===== src/core/sdr_defines.svh =====
// Offsets, field positions, codes and reset values for the SDRAM port
`ifndef SDR_DEFINES_SVH
`define SDR_DEFINES_SVH

// ----------------------------------------------------------------------------
// Register offsets
// ----------------------------------------------------------------------------
`define OFS_CTRL 8'h00
`define OFS_CMD 8'h04
`define OFS_WDATA 8'h08
`define OFS_STATUS 8'h0C
`define OFS_RDATA 8'h10

// ----------------------------------------------------------------------------
// Fields
// ----------------------------------------------------------------------------
`define CTRL_RESET 4'h0
`define CTRL_RDLAT_LSB 0
`define CTRL_WRLAT_LSB 2
`define CMD_RESET 32'h0000_0000
`define CMD_CODE_LSB 0
`define CMD_SRC_BIT 3
`define CMD_DST_BIT 4
`define CMD_BANK_LSB 5
`define CMD_ADDR_LSB 8
`define STAT_BUSY 0
`define STAT_FULL 1
`define STAT_EMPTY 2
`define STAT_RDVALID 3
`define STRB_ALL 4'hF

// ----------------------------------------------------------------------------
// Command codes, pin patterns {row, col, write}
// ----------------------------------------------------------------------------
`define CODE_ACTIVATE 3'h0
`define CODE_DEACT_BANK 3'h1
`define CODE_DEACT_ALL 3'h2
`define CODE_REFRESH 3'h3
`define CODE_MODE_SET 3'h4
`define CODE_READ 3'h5
`define CODE_WRITE 3'h6
`define CODE_UNSUPPORTED 3'h7
`define PINS_NOP 3'h7
`define PINS_ACTIVATE 3'h3
`define PINS_DEACT 3'h2
`define PINS_REFRESH 3'h1
`define PINS_MODE_SET 3'h0
`define PINS_READ 3'h5
`define PINS_WRITE 3'h4
`define ALLBANK_BIT 10

// ----------------------------------------------------------------------------
// Timing and bus answers
// ----------------------------------------------------------------------------
`define CAS_LATENCY 3'h3
`define PHASE_ZERO 3'h0
`define PHASE_ONE 3'h1
`define RESP_OKAY 2'h0
`define RESP_SLVERR 2'h2

`endif


===== src/core/sdr_pkg.sv =====
// Types shared by the SDRAM port logic
package sdr_pkg;
    typedef enum logic {ST_IDLE, ST_ACTIVE} link_state_e;
    typedef logic [2:0] cmd_code_t;
endpackage


===== src/core/word_fifo.sv =====
// Small synchronous FIFO with valid/ready on both sides
module word_fifo #(
    parameter int WIDTH = 16,
    parameter int DEPTH = 8
)
(
    // Clock and reset
    input wire logic aclk,
    input wire logic aresetn,
    // Fill side
    input wire logic in_valid,
    output logic in_ready,
    input wire logic [WIDTH-1:0] in_data,
    // Drain side
    output logic out_valid,
    input wire logic out_ready,
    output logic [WIDTH-1:0] out_data
);
    localparam int PW = $clog2(DEPTH);

    logic [WIDTH-1:0] mem_reg [DEPTH];
    logic [PW-1:0] wr_ptr_reg;
    logic [PW-1:0] rd_ptr_reg;
    logic [PW:0] count_reg;
    logic push;
    logic pop;

    assign in_ready = (count_reg != (PW+1)'(DEPTH));
    assign out_valid = (count_reg != '0);
    assign out_data = mem_reg[rd_ptr_reg];
    assign push = in_valid && in_ready;
    assign pop = out_valid && out_ready;

    always_ff @(posedge aclk)
    begin
        if (push)
        begin
            mem_reg[wr_ptr_reg] <= in_data;
        end
    end

    always_ff @(posedge aclk)
    begin
        if (!aresetn)
        begin
            wr_ptr_reg <= '0;
            rd_ptr_reg <= '0;
            count_reg <= '0;
        end
        else
        begin
            if (push)
            begin
                wr_ptr_reg <= (wr_ptr_reg == PW'(DEPTH - 1)) ? '0 : wr_ptr_reg + 1'b1;
            end
            if (pop)
            begin
                rd_ptr_reg <= (rd_ptr_reg == PW'(DEPTH - 1)) ? '0 : rd_ptr_reg + 1'b1;
            end
            if (push && !pop)
            begin
                count_reg <= count_reg + 1'b1;
            end
            else if (pop && !push)
            begin
                count_reg <= count_reg - 1'b1;
            end
        end
    end
endmodule


===== src/core/sdram_port_pdt_signalling.sv =====
// SDRAM command signalling with direct-transfer strobe, narrow port
//
// Decided for this implementation: the register addresses and the AXI4-Lite interface to the registers.
`include "sdr_defines.svh"

// Summary of operation
// - Shared strobe pins act as column strobe, write enable and row strobe.
// - Read direct-transfer strobe fires only when the source option bit is set.
// - Direct-transfer reads do not capture bus data; the peripheral takes it.
// - Read strobe delayed 0 to 3 cycles after data phase by read-latency field.
// - Write direct-transfer strobe fires only when the destination option bit is set.
// - Direct-transfer writes leave the data bus undriven.
// - Write strobe delayed 0 to 3 cycles after data phase by write-latency field.
// - Read data expected three clocks after the read column command.
// - Narrow port has no clock-enable output and no self-refresh.
module sdram_port_pdt_signalling
    import sdr_pkg::*;
#(
    parameter int ADDR_W = 13,
    parameter int DATA_W = 16,
    parameter int FIFO_DEPTH = 8
)
(
    // System
    input wire logic aclk,
    input wire logic aresetn,
    // AXI4-Lite write
    input wire logic [7:0] awaddr,
    input wire logic awvalid,
    output logic awready,
    input wire logic [31:0] wdata,
    input wire logic [3:0] wstrb,
    input wire logic wvalid,
    output logic wready,
    output logic [1:0] bresp,
    output logic bvalid,
    input wire logic bready,
    // AXI4-Lite read
    input wire logic [7:0] araddr,
    input wire logic arvalid,
    output logic arready,
    output logic [31:0] rdata,
    output logic [1:0] rresp,
    output logic rvalid,
    input wire logic rready,
    // SDRAM link
    input wire logic if_out_clock,
    output logic cs_n,
    output logic row_strobe_n,
    output logic col_strobe_n,
    output logic sdr_write_en_n,
    output logic [ADDR_W-1:0] sdr_addr,
    output logic [1:0] sdr_bank,
    output logic [DATA_W/8-1:0] sdr_be_n,
    input wire logic [DATA_W-1:0] dq_in,
    output logic [DATA_W-1:0] dq_out,
    output logic dq_oe,
    output logic direct_xfer_strobe
);
    // ------------------------------------------------------------------------
    // Declarations
    // ------------------------------------------------------------------------
    logic [1:0] clk_sync_reg;
    logic link_prev_reg;
    logic [DATA_W-1:0] dq_sync1_reg;
    logic [DATA_W-1:0] dq_sync2_reg;
    logic link_rise;
    logic [7:0] aw_addr_reg;
    logic [31:0] w_data_reg;
    logic [3:0] w_strb_reg;
    logic do_write;
    logic is_wdata;
    logic [3:0] direct_xfer_ctrl_reg;
    logic [31:0] cmd_reg;
    logic cmd_pending_reg;
    logic [DATA_W-1:0] rd_data_reg;
    logic rd_valid_reg;
    link_state_e state_reg;
    cmd_code_t cur_code_reg;
    logic cur_src_reg;
    logic cur_dst_reg;
    logic [1:0] cur_lat_reg;
    logic [2:0] cur_end_reg;
    logic [2:0] phase_reg;
    logic [2:0] phase_next;
    logic [2:0] launch_end;
    logic [1:0] launch_lat;
    cmd_code_t launch_code;
    logic launch_src;
    logic launch_dst;
    logic launch;
    logic advance;
    logic fifo_in_valid;
    logic fifo_in_ready;
    logic fifo_out_valid;
    logic fifo_pop;
    logic [DATA_W-1:0] fifo_out_data;

    // ------------------------------------------------------------------------
    // Link clock and data synchronisers
    // ------------------------------------------------------------------------
    always_ff @(posedge aclk)
    begin
        if (!aresetn)
        begin
            clk_sync_reg <= 2'h0;
            link_prev_reg <= 1'b0;
        end
        else
        begin
            clk_sync_reg <= {clk_sync_reg[0], if_out_clock};
            link_prev_reg <= clk_sync_reg[1];
        end
    end

    // Same depth as the clock path so sampled data lines up with the edge
    always_ff @(posedge aclk)
    begin
        dq_sync1_reg <= dq_in;
        dq_sync2_reg <= dq_sync1_reg;
    end

    assign link_rise = clk_sync_reg[1] && !link_prev_reg;

    // ------------------------------------------------------------------------
    // AXI4-Lite write channel
    // ------------------------------------------------------------------------
    assign is_wdata = (aw_addr_reg == `OFS_WDATA);
    // A full FIFO holds the response back, which stalls the master
    assign do_write = !awready && !wready && !bvalid && !(is_wdata && !fifo_in_ready);
    assign fifo_in_valid = do_write && is_wdata;

    always_ff @(posedge aclk)
    begin
        if (!aresetn)
        begin
            awready <= 1'b1;
            wready <= 1'b1;
            bvalid <= 1'b0;
            bresp <= `RESP_OKAY;
            aw_addr_reg <= 8'h00;
            w_data_reg <= 32'h0000_0000;
            w_strb_reg <= 4'h0;
        end
        else
        begin
            if (awvalid && awready)
            begin
                awready <= 1'b0;
                aw_addr_reg <= awaddr;
            end
            if (wvalid && wready)
            begin
                wready <= 1'b0;
                w_data_reg <= wdata;
                w_strb_reg <= wstrb;
            end
            if (do_write)
            begin
                bvalid <= 1'b1;
                unique case (aw_addr_reg)
                    `OFS_CTRL, `OFS_WDATA: bresp <= `RESP_OKAY;
                    `OFS_CMD: bresp <= (cmd_pending_reg || w_strb_reg != `STRB_ALL
                        || w_data_reg[`CMD_CODE_LSB +: 3] == `CODE_UNSUPPORTED)
                        ? `RESP_SLVERR : `RESP_OKAY;
                    default: bresp <= `RESP_SLVERR;
                endcase
            end
            if (bvalid && bready)
            begin
                bvalid <= 1'b0;
                awready <= 1'b1;
                wready <= 1'b1;
            end
        end
    end

    // ------------------------------------------------------------------------
    // Control and command registers
    // ------------------------------------------------------------------------
    always_ff @(posedge aclk)
    begin
        if (!aresetn)
        begin
            direct_xfer_ctrl_reg <= `CTRL_RESET;
        end
        else if (do_write && aw_addr_reg == `OFS_CTRL && w_strb_reg[0])
        begin
            direct_xfer_ctrl_reg <= w_data_reg[3:0];
        end
    end

    // A pending command or a partial write refuses a new command
    always_ff @(posedge aclk)
    begin
        if (!aresetn)
        begin
            cmd_reg <= `CMD_RESET;
            cmd_pending_reg <= 1'b0;
        end
        else if (do_write && aw_addr_reg == `OFS_CMD && !cmd_pending_reg
            && w_strb_reg == `STRB_ALL && w_data_reg[`CMD_CODE_LSB +: 3] != `CODE_UNSUPPORTED)
        begin
            cmd_reg <= w_data_reg;
            cmd_pending_reg <= 1'b1;
        end
        else if (launch)
        begin
            cmd_pending_reg <= 1'b0;
        end
    end

    // ------------------------------------------------------------------------
    // AXI4-Lite read channel
    // ------------------------------------------------------------------------
    always_ff @(posedge aclk)
    begin
        if (!aresetn)
        begin
            arready <= 1'b1;
            rvalid <= 1'b0;
            rdata <= 32'h0000_0000;
            rresp <= `RESP_OKAY;
        end
        else
        begin
            if (arvalid && arready)
            begin
                arready <= 1'b0;
                rvalid <= 1'b1;
                rresp <= `RESP_OKAY;
                rdata <= 32'h0000_0000;
                unique case (araddr)
                    `OFS_CTRL: rdata[3:0] <= direct_xfer_ctrl_reg;
                    `OFS_CMD: rdata <= cmd_reg;
                    `OFS_WDATA: rdata <= 32'h0000_0000;
                    `OFS_STATUS:
                    begin
                        rdata[`STAT_BUSY] <= cmd_pending_reg || state_reg != ST_IDLE;
                        rdata[`STAT_FULL] <= !fifo_in_ready;
                        rdata[`STAT_EMPTY] <= !fifo_out_valid;
                        rdata[`STAT_RDVALID] <= rd_valid_reg;
                    end
                    `OFS_RDATA: rdata[DATA_W-1:0] <= rd_data_reg;
                    default: rresp <= `RESP_SLVERR;
                endcase
            end
            if (rvalid && rready)
            begin
                rvalid <= 1'b0;
                arready <= 1'b1;
            end
        end
    end

    // ------------------------------------------------------------------------
    // Command sequencing on link edges
    // ------------------------------------------------------------------------
    assign launch_code = cmd_reg[`CMD_CODE_LSB +: 3];
    assign launch_src = cmd_reg[`CMD_SRC_BIT];
    assign launch_dst = cmd_reg[`CMD_DST_BIT];
    assign launch = link_rise && state_reg == ST_IDLE && cmd_pending_reg
        && (launch_code != `CODE_WRITE || launch_dst || fifo_out_valid);
    assign advance = link_rise && state_reg == ST_ACTIVE;
    assign phase_next = phase_reg + 1'b1;
    assign fifo_pop = launch && launch_code == `CODE_WRITE && !launch_dst;

    // Data phase: CAS latency for reads, command edge for writes
    always_comb
    begin
        launch_lat = 2'h0;
        launch_end = `PHASE_ZERO;
        if (launch_code == `CODE_READ)
        begin
            launch_lat = direct_xfer_ctrl_reg[`CTRL_RDLAT_LSB +: 2];
            launch_end = `CAS_LATENCY + {1'b0, launch_lat};
        end
        else if (launch_code == `CODE_WRITE)
        begin
            launch_lat = direct_xfer_ctrl_reg[`CTRL_WRLAT_LSB +: 2];
            launch_end = {1'b0, launch_lat};
        end
    end

    always_ff @(posedge aclk)
    begin
        if (!aresetn)
        begin
            state_reg <= ST_IDLE;
            phase_reg <= `PHASE_ZERO;
            cur_code_reg <= `CODE_ACTIVATE;
            cur_src_reg <= 1'b0;
            cur_dst_reg <= 1'b0;
            cur_lat_reg <= 2'h0;
            cur_end_reg <= `PHASE_ZERO;
        end
        else if (launch)
        begin
            state_reg <= ST_ACTIVE;
            phase_reg <= `PHASE_ZERO;
            cur_code_reg <= launch_code;
            cur_src_reg <= launch_src;
            cur_dst_reg <= launch_dst;
            cur_lat_reg <= launch_lat;
            cur_end_reg <= launch_end;
        end
        else if (advance)
        begin
            phase_reg <= phase_next;
            if (phase_next >= cur_end_reg)
            begin
                state_reg <= ST_IDLE;
            end
        end
    end

    function automatic logic [2:0] pins_for(input cmd_code_t code);
        logic [2:0] pins;
        pins = `PINS_NOP;
        unique case (code)
            `CODE_ACTIVATE: pins = `PINS_ACTIVATE;
            `CODE_DEACT_BANK, `CODE_DEACT_ALL: pins = `PINS_DEACT;
            `CODE_REFRESH: pins = `PINS_REFRESH;
            `CODE_MODE_SET: pins = `PINS_MODE_SET;
            `CODE_READ: pins = `PINS_READ;
            `CODE_WRITE: pins = `PINS_WRITE;
            default: pins = `PINS_NOP;
        endcase
        return pins;
    endfunction

    // ------------------------------------------------------------------------
    // Pin drivers, all changed only on a link rising edge
    // ------------------------------------------------------------------------
    always_ff @(posedge aclk)
    begin
        if (!aresetn)
        begin
            cs_n <= 1'b1;
            {row_strobe_n, col_strobe_n, sdr_write_en_n} <= `PINS_NOP;
            sdr_addr <= '0;
            sdr_bank <= 2'h0;
            sdr_be_n <= '1;
            dq_out <= '0;
            dq_oe <= 1'b0;
        end
        else if (launch)
        begin
            cs_n <= 1'b0;
            {row_strobe_n, col_strobe_n, sdr_write_en_n} <= pins_for(launch_code);
            sdr_addr <= cmd_reg[`CMD_ADDR_LSB +: ADDR_W];
            if (launch_code == `CODE_DEACT_ALL)
            begin
                sdr_addr[`ALLBANK_BIT] <= 1'b1;
            end
            else if (launch_code == `CODE_DEACT_BANK)
            begin
                sdr_addr[`ALLBANK_BIT] <= 1'b0;
            end
            sdr_bank <= cmd_reg[`CMD_BANK_LSB +: 2];
            sdr_be_n <= (launch_code == `CODE_READ || launch_code == `CODE_WRITE) ? '0 : '1;
            dq_out <= fifo_out_data;
            dq_oe <= fifo_pop;
        end
        else if (link_rise)
        begin
            cs_n <= 1'b1;
            {row_strobe_n, col_strobe_n, sdr_write_en_n} <= `PINS_NOP;
            sdr_be_n <= '1;
            dq_oe <= 1'b0;
        end
    end

    // Strobe lasts one link cycle at the delayed data phase
    always_ff @(posedge aclk)
    begin
        if (!aresetn)
        begin
            direct_xfer_strobe <= 1'b0;
        end
        else if (launch)
        begin
            direct_xfer_strobe <= launch_end == `PHASE_ZERO && launch_code == `CODE_WRITE
                && launch_dst;
        end
        else if (advance)
        begin
            direct_xfer_strobe <= phase_next == cur_end_reg
                && ((cur_code_reg == `CODE_READ && cur_src_reg)
                || (cur_code_reg == `CODE_WRITE && cur_dst_reg));
        end
        else if (link_rise)
        begin
            direct_xfer_strobe <= 1'b0;
        end
    end

    // ------------------------------------------------------------------------
    // Read capture; a capture in the same cycle as a read of the read-data register wins
    // ------------------------------------------------------------------------
    always_ff @(posedge aclk)
    begin
        if (!aresetn)
        begin
            rd_data_reg <= '0;
            rd_valid_reg <= 1'b0;
        end
        else if (advance && phase_next == `CAS_LATENCY && cur_code_reg == `CODE_READ
            && !cur_src_reg)
        begin
            rd_data_reg <= dq_sync2_reg;
            rd_valid_reg <= 1'b1;
        end
        else if (arvalid && arready && araddr == `OFS_RDATA)
        begin
            rd_valid_reg <= 1'b0;
        end
    end

    // ------------------------------------------------------------------------
    // Write data FIFO
    // ------------------------------------------------------------------------
    word_fifo #(
        .WIDTH(DATA_W),
        .DEPTH(FIFO_DEPTH)
    ) u_wdata_fifo (
        .aclk(aclk),
        .aresetn(aresetn),
        .in_valid(fifo_in_valid),
        .in_ready(fifo_in_ready),
        .in_data(w_data_reg[DATA_W-1:0]),
        .out_valid(fifo_out_valid),
        .out_ready(fifo_pop),
        .out_data(fifo_out_data)
    );
endmodule


===== config.mk =====
export PLATFORM = sky130hd
export DESIGN_NAME = sdram_port_pdt_signalling
export DESIGN_NICKNAME = d
export VERILOG_FILES = /design/src/core/sdr_pkg.sv /design/src/core/word_fifo.sv /design/src/core/sdram_port_pdt_signalling.sv
export VERILOG_INCLUDE_DIRS = /design/src /design/src/core
export SDC_FILE = /design/constraint.sdc
export NUM_CORES = 1
export LEC_CHECK = 0
export BUFFER_PORTS_ARGS = -buffer_cell sky130_fd_sc_hd__buf_2
export CORE_ASPECT_RATIO = 1.4
export CORE_MARGIN = 5
export CORE_UTILIZATION = 58
export DETAILED_ROUTE_END_ITERATION = 10
export PLACE_DENSITY_LB_ADDON = 0.05
export SYNTH_ARGS = -nofsm -noshare
export SYNTH_HDL_FRONTEND = slang
export SYNTH_SLANG_ARGS = --single-unit

===== constraint.sdc =====
create_clock -name aclk -period 4.05 [get_ports aclk]
set_input_delay 0.81 -clock aclk [delete_from_list [all_inputs] [get_ports aclk]]
set_output_delay 0.81 -clock aclk [all_outputs]
set_load 0.02 [all_outputs]

==> out/summary.txt, run 1 <==
=====================================================================================================
Result of the run ......................................................................    completed
DRC errors left ........................................................................            0
Post-CTS Hold Buffers ..................................................................            0
Number of storage elements in the synthesis netlist ....................................          360
Share of the synthesized area in the top cell type .....................................        0.342
Overall power of the completed layout ..................................................    0.00738 W
Total overflow reported by the global router ...........................................            0
H-tree levels ..........................................................................            2
Via total after detailed routing .......................................................         8799
Worst-case clock buffer depth ..........................................................            3
CTS buffer count .......................................................................           35
Routed WL per cell ..................................................................... 18.9 microns
Count of final max-slew check failures .................................................            0
Type of the most critical hold path ....................................................   reg -> reg
Period Utilization, post-route .........................................................        0.758
Growth of design area from synthesis to finish .........................................        16.1%
Average via count per standard cell ....................................................         5.53
Wire length on met3 ....................................................................      1.51 mm
Post-placement cell area ...............................................................  14600 sq um
Number of port buffers .................................................................          153
Sequential area share after synthesis ..................................................        0.626
Length of routed met2 wiring ...........................................................      15.8 mm
Chip height ............................................................................  191 microns
Placer congestion estimate .............................................................        0.847
Number of non-filler instances in the completed layout .................................         1592
Total die area .........................................................................  26600 sq um
All-Layer GR Usage .....................................................................        0.227
Top cells by area, synth ............................................................... sky130_fd_sc_hd__dfxtp_1 34%, sky130_fd_sc_hd__edfxtp_1 28%, sky130_fd_sc_hd__mux4_2 5.3%
Routed Wire Length .....................................................................      30.1 mm
Largest driver fanout on the critical path .............................................            7
DR pass1 iterations ....................................................................            5
Placed Cells ...........................................................................         1531
Fraction of final layout cells sized beyond drive strength 1 ...........................        0.224
Cell count after synthesis .............................................................         1129
Warnings, synthesis ....................................................................            0
I/O Pins ...............................................................................          156
Placed wire-length estimate after detailed placement ...................................      20.3 mm
Start point of the worst hold path ..................................................... dq_sync1_reg[13]$_DFF_P_
# setup viols final ....................................................................            0
Reg clk slew, reported paths ...........................................................      0.06 ns
Root cell of the clock tree ............................................................ sky130_fd_sc_hd__clkbuf_16
Final Instance Area ....................................................................  15700 sq um
Largest stage delay on the critical path ...............................................      0.50 ns
Largest area contributor in the netlist ................................................ sky130_fd_sc_hd__dfxtp_1
Largest net degree at the start of global routing ......................................           87
Library cells used by synthesis ........................................................           54
Initial Utilization ....................................................................        0.587
XOR/XNOR Fraction of Synth Area ........................................................      0.00581
Critical Path Start .................................................................... aw_addr_reg[7]$_SDFFE_PN0P_
Cell with the most instances on the worst path ......................................... sky130_fd_sc_hd__ha_1
# nets final ...........................................................................         1352
Setup repair after global routing missed its margin ....................................           no
First-iteration detailed-routing DRC count .............................................          493
Leakage power ..........................................................................      5.71 nW
Crit Path Category .....................................................................   reg -> reg
Setup Skew .............................................................................    0.0107 ns
Clock network latency to the later pin of the worst-skew pair ..........................      0.50 ns
Peak supply drop .......................................................................       374 uV
Portion of netlist area occupied by mux cells ..........................................       0.0871
Final critical-path required period ....................................................      3.07 ns
Core occupancy in the finished layout ..................................................        0.681
X dimension of the die .................................................................  139 microns
Endpoint kind of the worst setup timing path ...........................................     register
Floorplan core area ....................................................................  23100 sq um
Initial antenna violation count ........................................................            0
Total standard cell area after synthesis ...............................................  13600 sq um
Post-synthesis share of cell area spent on full adders, half adders and majority gates .       0.0135
Data required time at the worst endpoint ...............................................      4.48 ns
Worst Max-Slew Pin Slew ................................................................      1.02 ns
Relative slew slack ....................................................................        0.320
CTS resizes ............................................................................            0
Number of flip-flops under the largest register name ...................................          128
ANT cells ..............................................................................            0
Number of antenna-violating nets in the routed design ..................................            0
Fraction of the mapped netlist area in compound gates ..................................        0.106
Worst Setup Start Kind .................................................................     register
Highest Signal Layer ...................................................................         met4
Synthesized area per cell ..............................................................   12.0 sq um
Via count of the first global-routing pass .............................................         8764
Crit Reg-Reg Startpoint ................................................................ aw_addr_reg[7]$_SDFFE_PN0P_
Buffers & Inverters on Critical Path ...................................................            1
Power density relative to cell area ....................................................  469 nW/um^2
Standard-cell row count ................................................................           66
Dominant combinational cell family by area after synthesis ............................. simple AND/OR/NAND/NOR gates
CTS tree ...............................................................................          yes
Slowest-stage cell, CP ................................................................. sky130_fd_sc_hd__nor4_1
Most common cell after layout, fill and taps aside ..................................... sky130_fd_sc_hd__dfxtp_1
Setup fix buffers added after clock tree synthesis .....................................            0
Max-cap violation count ................................................................            0
Commonest cells after routing, fill and taps aside ..................................... 230 x sky130_fd_sc_hd__dfxtp_1, 185 x sky130_fd_sc_hd__nand2_1, 152 x sky130_fd_sc_hd__buf_2, 128 x sky130_fd_sc_hd__edfxtp_1, 63 x sky130_fd_sc_hd__o21ai_0
Aggregate negative setup slack .........................................................         0 ns
Simple-Gate Fraction of Synth Area .....................................................        0.132
Arrival time worst endpoint ............................................................      3.50 ns
Wire length of the first global-routing pass ...........................................      47.9 mm
Top achievable clock speed .............................................................      326 MHz
Series of cell instances along the critical path ....................................... nor4_1, and2_1, and4_1, ha_1, inv_1, ha_1, a21o_1, a21oi_1, xnor2_1, or3_1, a21boi_0
Final Hold Violating Endpoints .........................................................            0
Clock net sink count ...................................................................          360
Crit-path leading delay family ......................................................... simple AND/OR/NAND/NOR gates
Metal-1 WL .............................................................................      12.0 mm
=====================================================================================================
-- worst paths after layout --
path | slack [ns] | cells after the start | to
setup reg to reg | 0.98 | 11 | u_wdata_fifo.count_reg[3]$_SDFFE_PN0P_
hold reg to reg | 0.33 | 0 | dq_sync2_reg[13]$_DFF_P_
hold / removal | 0.33 | 0 | dq_sync2_reg[13]$_DFF_P_
setup / recovery | 0.98 | 11 | u_wdata_fifo.count_reg[3]$_SDFFE_PN0P_
-- metrics by stage --
step / worst slack [ns] / hold slack [ns]
6_report: 0.980 / 0.327
5_1_grt: 0.715 / 0.334
4_1_cts: 0.982 / 0.327
3_5_place_dp: 0.972 / 0.313
3_3_place_gp: 1.12 / 0.310
2_1_floorplan: 1.04 / 0.310
-- kinds of logic after synthesis --
logic type               Yosys count
multiplexers                      78
flip-flops                       360
adder cells (fa/ha/maj)           14
XOR/XNOR                           9
other                              1
AND/OR/NAND/NOR                  371
AO/OA/AOI/OAI                    207
buffers and inverters             89
-- area by class of cell --
type / count / area [sq um]
Sequential cell: 360 / 8490
Fill cell: 1784 / 7380
Multi-Input combinational cell: 681 / 4730
Clock buffer: 45 / 976
Timing Repair Buffer: 173 / 922
Tap cell: 306 / 383
Clock inverter: 16 / 203
Inverter: 11 / 41.3
-- metal layers --
metal | up-vias | track usage
met5 | - | 0
met1 | 4234 | 0.280
li1 | 4294 | -
met2 | 221 | 0.409
met3 | 50 | 0.0393
met4 | 0 | 0.0678
-- power by group --
group          total (W)  switching (W)  internal [W]
sequential       0.00385      0.0000546       0.00379
combinational   0.000210       0.000124     0.0000854
clock            0.00332        0.00130       0.00202
total            0.00738        0.00148       0.00590
-- worst reg2reg max path, delay by kind of cell, from the launching register on --
kind / cells / cell delay (ns)
adders and majority gates: 2 / 0.56
DFF: 1 / 0.31
buffers and inverters: 1 / 0.10
xor gates and xnor gates: 1 / 0.09
AOI/OAI and AO/OA: 3 / 0.52
and+or+nand+nor: 4 / 1.42
-- cell usage after synthesis, drive strengths merged --
library cell / instances
a211oi: 1
a21boi: 75
a21o: 2
a21oi: 21
a222oi: 12
a22oi: 18
a31oi: 1
a32o: 3
a32oi: 1
and2: 12
and3: 2
and4: 2
buf: 28
clkbuf: 50
conb: 1
dfxtp: 232
edfxtp: 128
fa: 1
ha: 13
inv: 11
mux2i: 46
mux4: 32
nand2: 187
nand2b: 10
nand3: 50
nand3b: 2
nand4: 5
nand4b: 3
nor2: 16
nor2b: 56
nor3: 10
nor3b: 5
nor4: 5
nor4b: 1
o211ai: 3
o21a: 1
o21ai: 63
o221ai: 1
o22ai: 4
o31ai: 1
or3: 2
or4: 3
xnor2: 6
xor2: 3
(Power assumes the default switching activity.)
==> run 2, diff against run 1 <==
- clock period: 4.05 -> 3 ns (I/O delays scaled with it)
==> out/summary.txt, run 2 (same netlist as run 1, synthesis figures left out) <==
============================================================================
Result of the run .............................................    completed   unchanged
Via total after detailed routing ..............................         8821   was 8799
Grt met1 use ..................................................        0.269   was 0.280
Hold worst-path end ........................................... dq_sync1_reg[8]$_DFF_P_   was dq_sync2_reg[13]$_DFF_P_
GR Layer Usage met2 ...........................................        0.417   was 0.409
Total overflow reported by the global router ..................            0   unchanged
Routed Wire Length ............................................      30.1 mm   about the same
Setup repair after global routing missed its margin ...........           no   unchanged
Final critical-path required period ...........................      2.68 ns   was 3.07 ns
Global-route met3 utilization .................................       0.0405   was 0.0393
Start point of the worst hold path ............................     dq_in[8]   was dq_sync1_reg[13]$_DFF_P_
Commonest cells after routing, fill and taps aside ............ 231 x sky130_fd_sc_hd__dfxtp_1, 186 x sky130_fd_sc_hd__nand2_1, 152 x sky130_fd_sc_hd__buf_2, 128 x sky130_fd_sc_hd__edfxtp_1, 63 x sky130_fd_sc_hd__o21ai_0   was 230 x sky130_fd_sc_hd__dfxtp_1, 185 x sky130_fd_sc_hd__nand2_1, 152 x sky130_fd_sc_hd__buf_2, 128 x sky130_fd_sc_hd__edfxtp_1, 63 x sky130_fd_sc_hd__o21ai_0
Via count of the first global-routing pass ....................         8708   was 8764
Clock network latency to the later pin of the worst-skew pair .      0.50 ns   about the same
Placer congestion estimate ....................................        0.845   was 0.847
Worst Setup Start Kind ........................................     register   unchanged
H-tree levels .................................................            2   unchanged
Arrival time worst endpoint ...................................      3.10 ns   was 3.50 ns
CTS tree ......................................................          yes   unchanged
Growth of design area from synthesis to finish ................        17.2%   was 16.1%
Type of the most critical hold path ...........................    in -> reg   was reg -> reg
CTS resizes ...................................................            0   unchanged
Relative slew slack ...........................................        0.457   was 0.320
Power density relative to cell area ...........................  624 nW/um^2   was 469 nW/um^2
I/O Pins ......................................................          156   unchanged
Chip height ...................................................  191 microns   unchanged
Reg clk slew, reported paths ..................................      0.06 ns   about the same
Routed WL per cell ............................................ 18.7 microns   was 18.9 microns
Wire length of the first global-routing pass ..................      47.5 mm   was 47.9 mm
Setup fix buffers added after clock tree synthesis ............            0   unchanged
Number of flip-flops under the largest register name ..........          128   unchanged
Setup Skew ....................................................    0.0186 ns   was 0.0107 ns
Post-placement cell area ......................................  14700 sq um   was 14600 sq um
# nets final ..................................................         1369   was 1352
Root cell of the clock tree ................................... sky130_fd_sc_hd__clkbuf_16   unchanged
ANT cells .....................................................            0   unchanged
Data required time at the worst endpoint ......................      3.42 ns   was 4.48 ns
Worst Max-Slew Pin Slew .......................................     0.812 ns   was 1.02 ns
X dimension of the die ........................................  139 microns   unchanged
Leakage power .................................................      5.81 nW   was 5.71 nW
Largest net degree at the start of global routing .............           71   was 87
Aggregate negative setup slack ................................         0 ns   unchanged
First-iteration detailed-routing DRC count ....................          538   was 493
Crit Reg-Reg Startpoint ....................................... u_wdata_fifo.count_reg[0]$_SDFFE_PN0P_   was aw_addr_reg[7]$_SDFFE_PN0P_
Period Utilization, post-route ................................        0.895   was 0.758
Most common cell after layout, fill and taps aside ............ sky130_fd_sc_hd__dfxtp_1   unchanged
Number of antenna-violating nets in the routed design .........            0   unchanged
Total die area ................................................  26600 sq um   unchanged
Peak supply drop ..............................................       531 uV   was 374 uV
Initial Utilization ...........................................        0.587   unchanged
Post-CTS Hold Buffers .........................................            0   unchanged
Fraction of final layout cells sized beyond drive strength 1 ..        0.233   was 0.224
Largest driver fanout on the critical path ....................            6   was 7
Hold-critical path depth ......................................            1   was 0
Reg-to-reg slack, setup .......................................      0.32 ns   was 0.98 ns
Crit Path Category ............................................   reg -> reg   unchanged
# setup viols final ...........................................            0   unchanged
Final Hold Violating Endpoints ................................            0   unchanged
CTS buffer count ..............................................           35   unchanged
Clock net sink count ..........................................          360   unchanged
Busiest layer in global routing ...............................         met2   unchanged
Number of port buffers ........................................          153   unchanged
DRC errors left ...............................................            0   unchanged
Reg-to-reg critical path endpoint ............................. u_wdata_fifo.count_reg[3]$_SDFFE_PN0P_   unchanged
Count of final max-slew check failures ........................            0   unchanged
DR pass1 iterations ...........................................            8   was 5
Top achievable clock speed ....................................      373 MHz   was 326 MHz
Standard-cell row count .......................................           66   unchanged
Placed wire-length estimate after detailed placement ..........      20.6 mm   was 20.3 mm
Floorplan core area ...........................................  23100 sq um   unchanged
Endpoint kind of the worst setup timing path ..................     register   unchanged
FF-to-FF path depth ...........................................           10   was 11
Max-cap violation count .......................................            0   unchanged
All-Layer GR Usage ............................................        0.225   was 0.227
Average via count per standard cell ...........................         5.48   was 5.53
Initial antenna violation count ...............................            0   unchanged
Worst-case clock buffer depth .................................            3   unchanged
Final Instance Area ...........................................  15900 sq um   was 15700 sq um
============================================================================
[run 2: cell types whose count changed in the layout (fill, tap and decap cells not counted), sizes merged]
| cell | delta |
|---|---|
| buf | +17 |
| bufinv | -2 |
| clkinv | -4 |
| clkbuf | +6 |
[run 2: worst max-delay path by stage]
stage,startpoint,end,slack [ns],cells past startpoint
final,u_wdata_fifo.count_reg[0]$_SDFFE_PN0P_,u_wdata_fifo.count_reg[3]$_SDFFE_PN0P_,0.32,10
after global routing,u_wdata_fifo.count_reg[0]$_SDFFE_PN0P_,u_wdata_fifo.count_reg[3]$_SDFFE_PN0P_,0.18,10
after CTS,u_wdata_fifo.count_reg[0]$_SDFFE_PN0P_,u_wdata_fifo.count_reg[3]$_SDFFE_PN0P_,0.31,10
after detailed placement,u_wdata_fifo.count_reg[0]$_SDFFE_PN0P_,u_wdata_fifo.count_reg[3]$_SDFFE_PN0P_,0.31,10
after global placement,u_wdata_fifo.count_reg[0]$_SDFFE_PN0P_,u_wdata_fifo.count_reg[3]$_SDFFE_PN0P_,0.37,10
after floorplan,aw_addr_reg[7]$_SDFFE_PN0P_,u_wdata_fifo.mem_reg[1][0]$_DFFE_PP_,-0.01,6
[run 2: final cells by class]
type | count | area (sq um)
sequential | 360 | 8490
fill | 1736 | 7230
multi-input combinational | 681 | 4720
timing repair buffer | 190 | 1070
clock buffer | 51 | 1060
tap | 306 | 383
clock inverter | 10 | 128
inverter | 11 | 41.3
[run 2: power breakdown]
part           switching, W  internal, W  leakage (nW)  total, W
logic              0.000177     0.000124          2.17  0.000301
registers         0.0000633      0.00512          3.06   0.00518
clock network       0.00173      0.00270         0.588   0.00444
[run 2: worst max-delay path, stage by stage (launching register included)]
cell and delay [ns]:
sky130_fd_sc_hd__dfxtp_1 0.38, sky130_fd_sc_hd__or4_4 0.61, sky130_fd_sc_hd__nand3_1 0.14, sky130_fd_sc_hd__ha_1 0.20
sky130_fd_sc_hd__inv_1 0.10, sky130_fd_sc_hd__ha_1 0.31, sky130_fd_sc_hd__a21o_1 0.17, sky130_fd_sc_hd__a21oi_1 0.17
sky130_fd_sc_hd__xnor2_1 0.09, sky130_fd_sc_hd__or3_1 0.30, sky130_fd_sc_hd__a21boi_0 0.16
[run 2: routing by layer]
layer  routed length (microns)  up-vias
met3                      1630       40
li1                          -     4328
met1                     11800     4241
met5                         0        -
met2                     16000      212
met4                       708        0
[run 2: stage by stage]
step,cells,utilization,setup slack [ns],total power [W],hold slack [ns]
2_1_floorplan,1130,-,-0.0102,0.00545,0.310
3_3_place_gp,1548,0.636,0.365,0.00559,0.310
3_5_place_dp,1548,0.636,0.313,0.00559,0.312
4_1_cts,1609,0.687,0.314,0.0100,0.177
5_1_grt,1609,0.687,0.180,0.0103,0.173
6_report,1609,0.687,0.316,0.00992,0.196
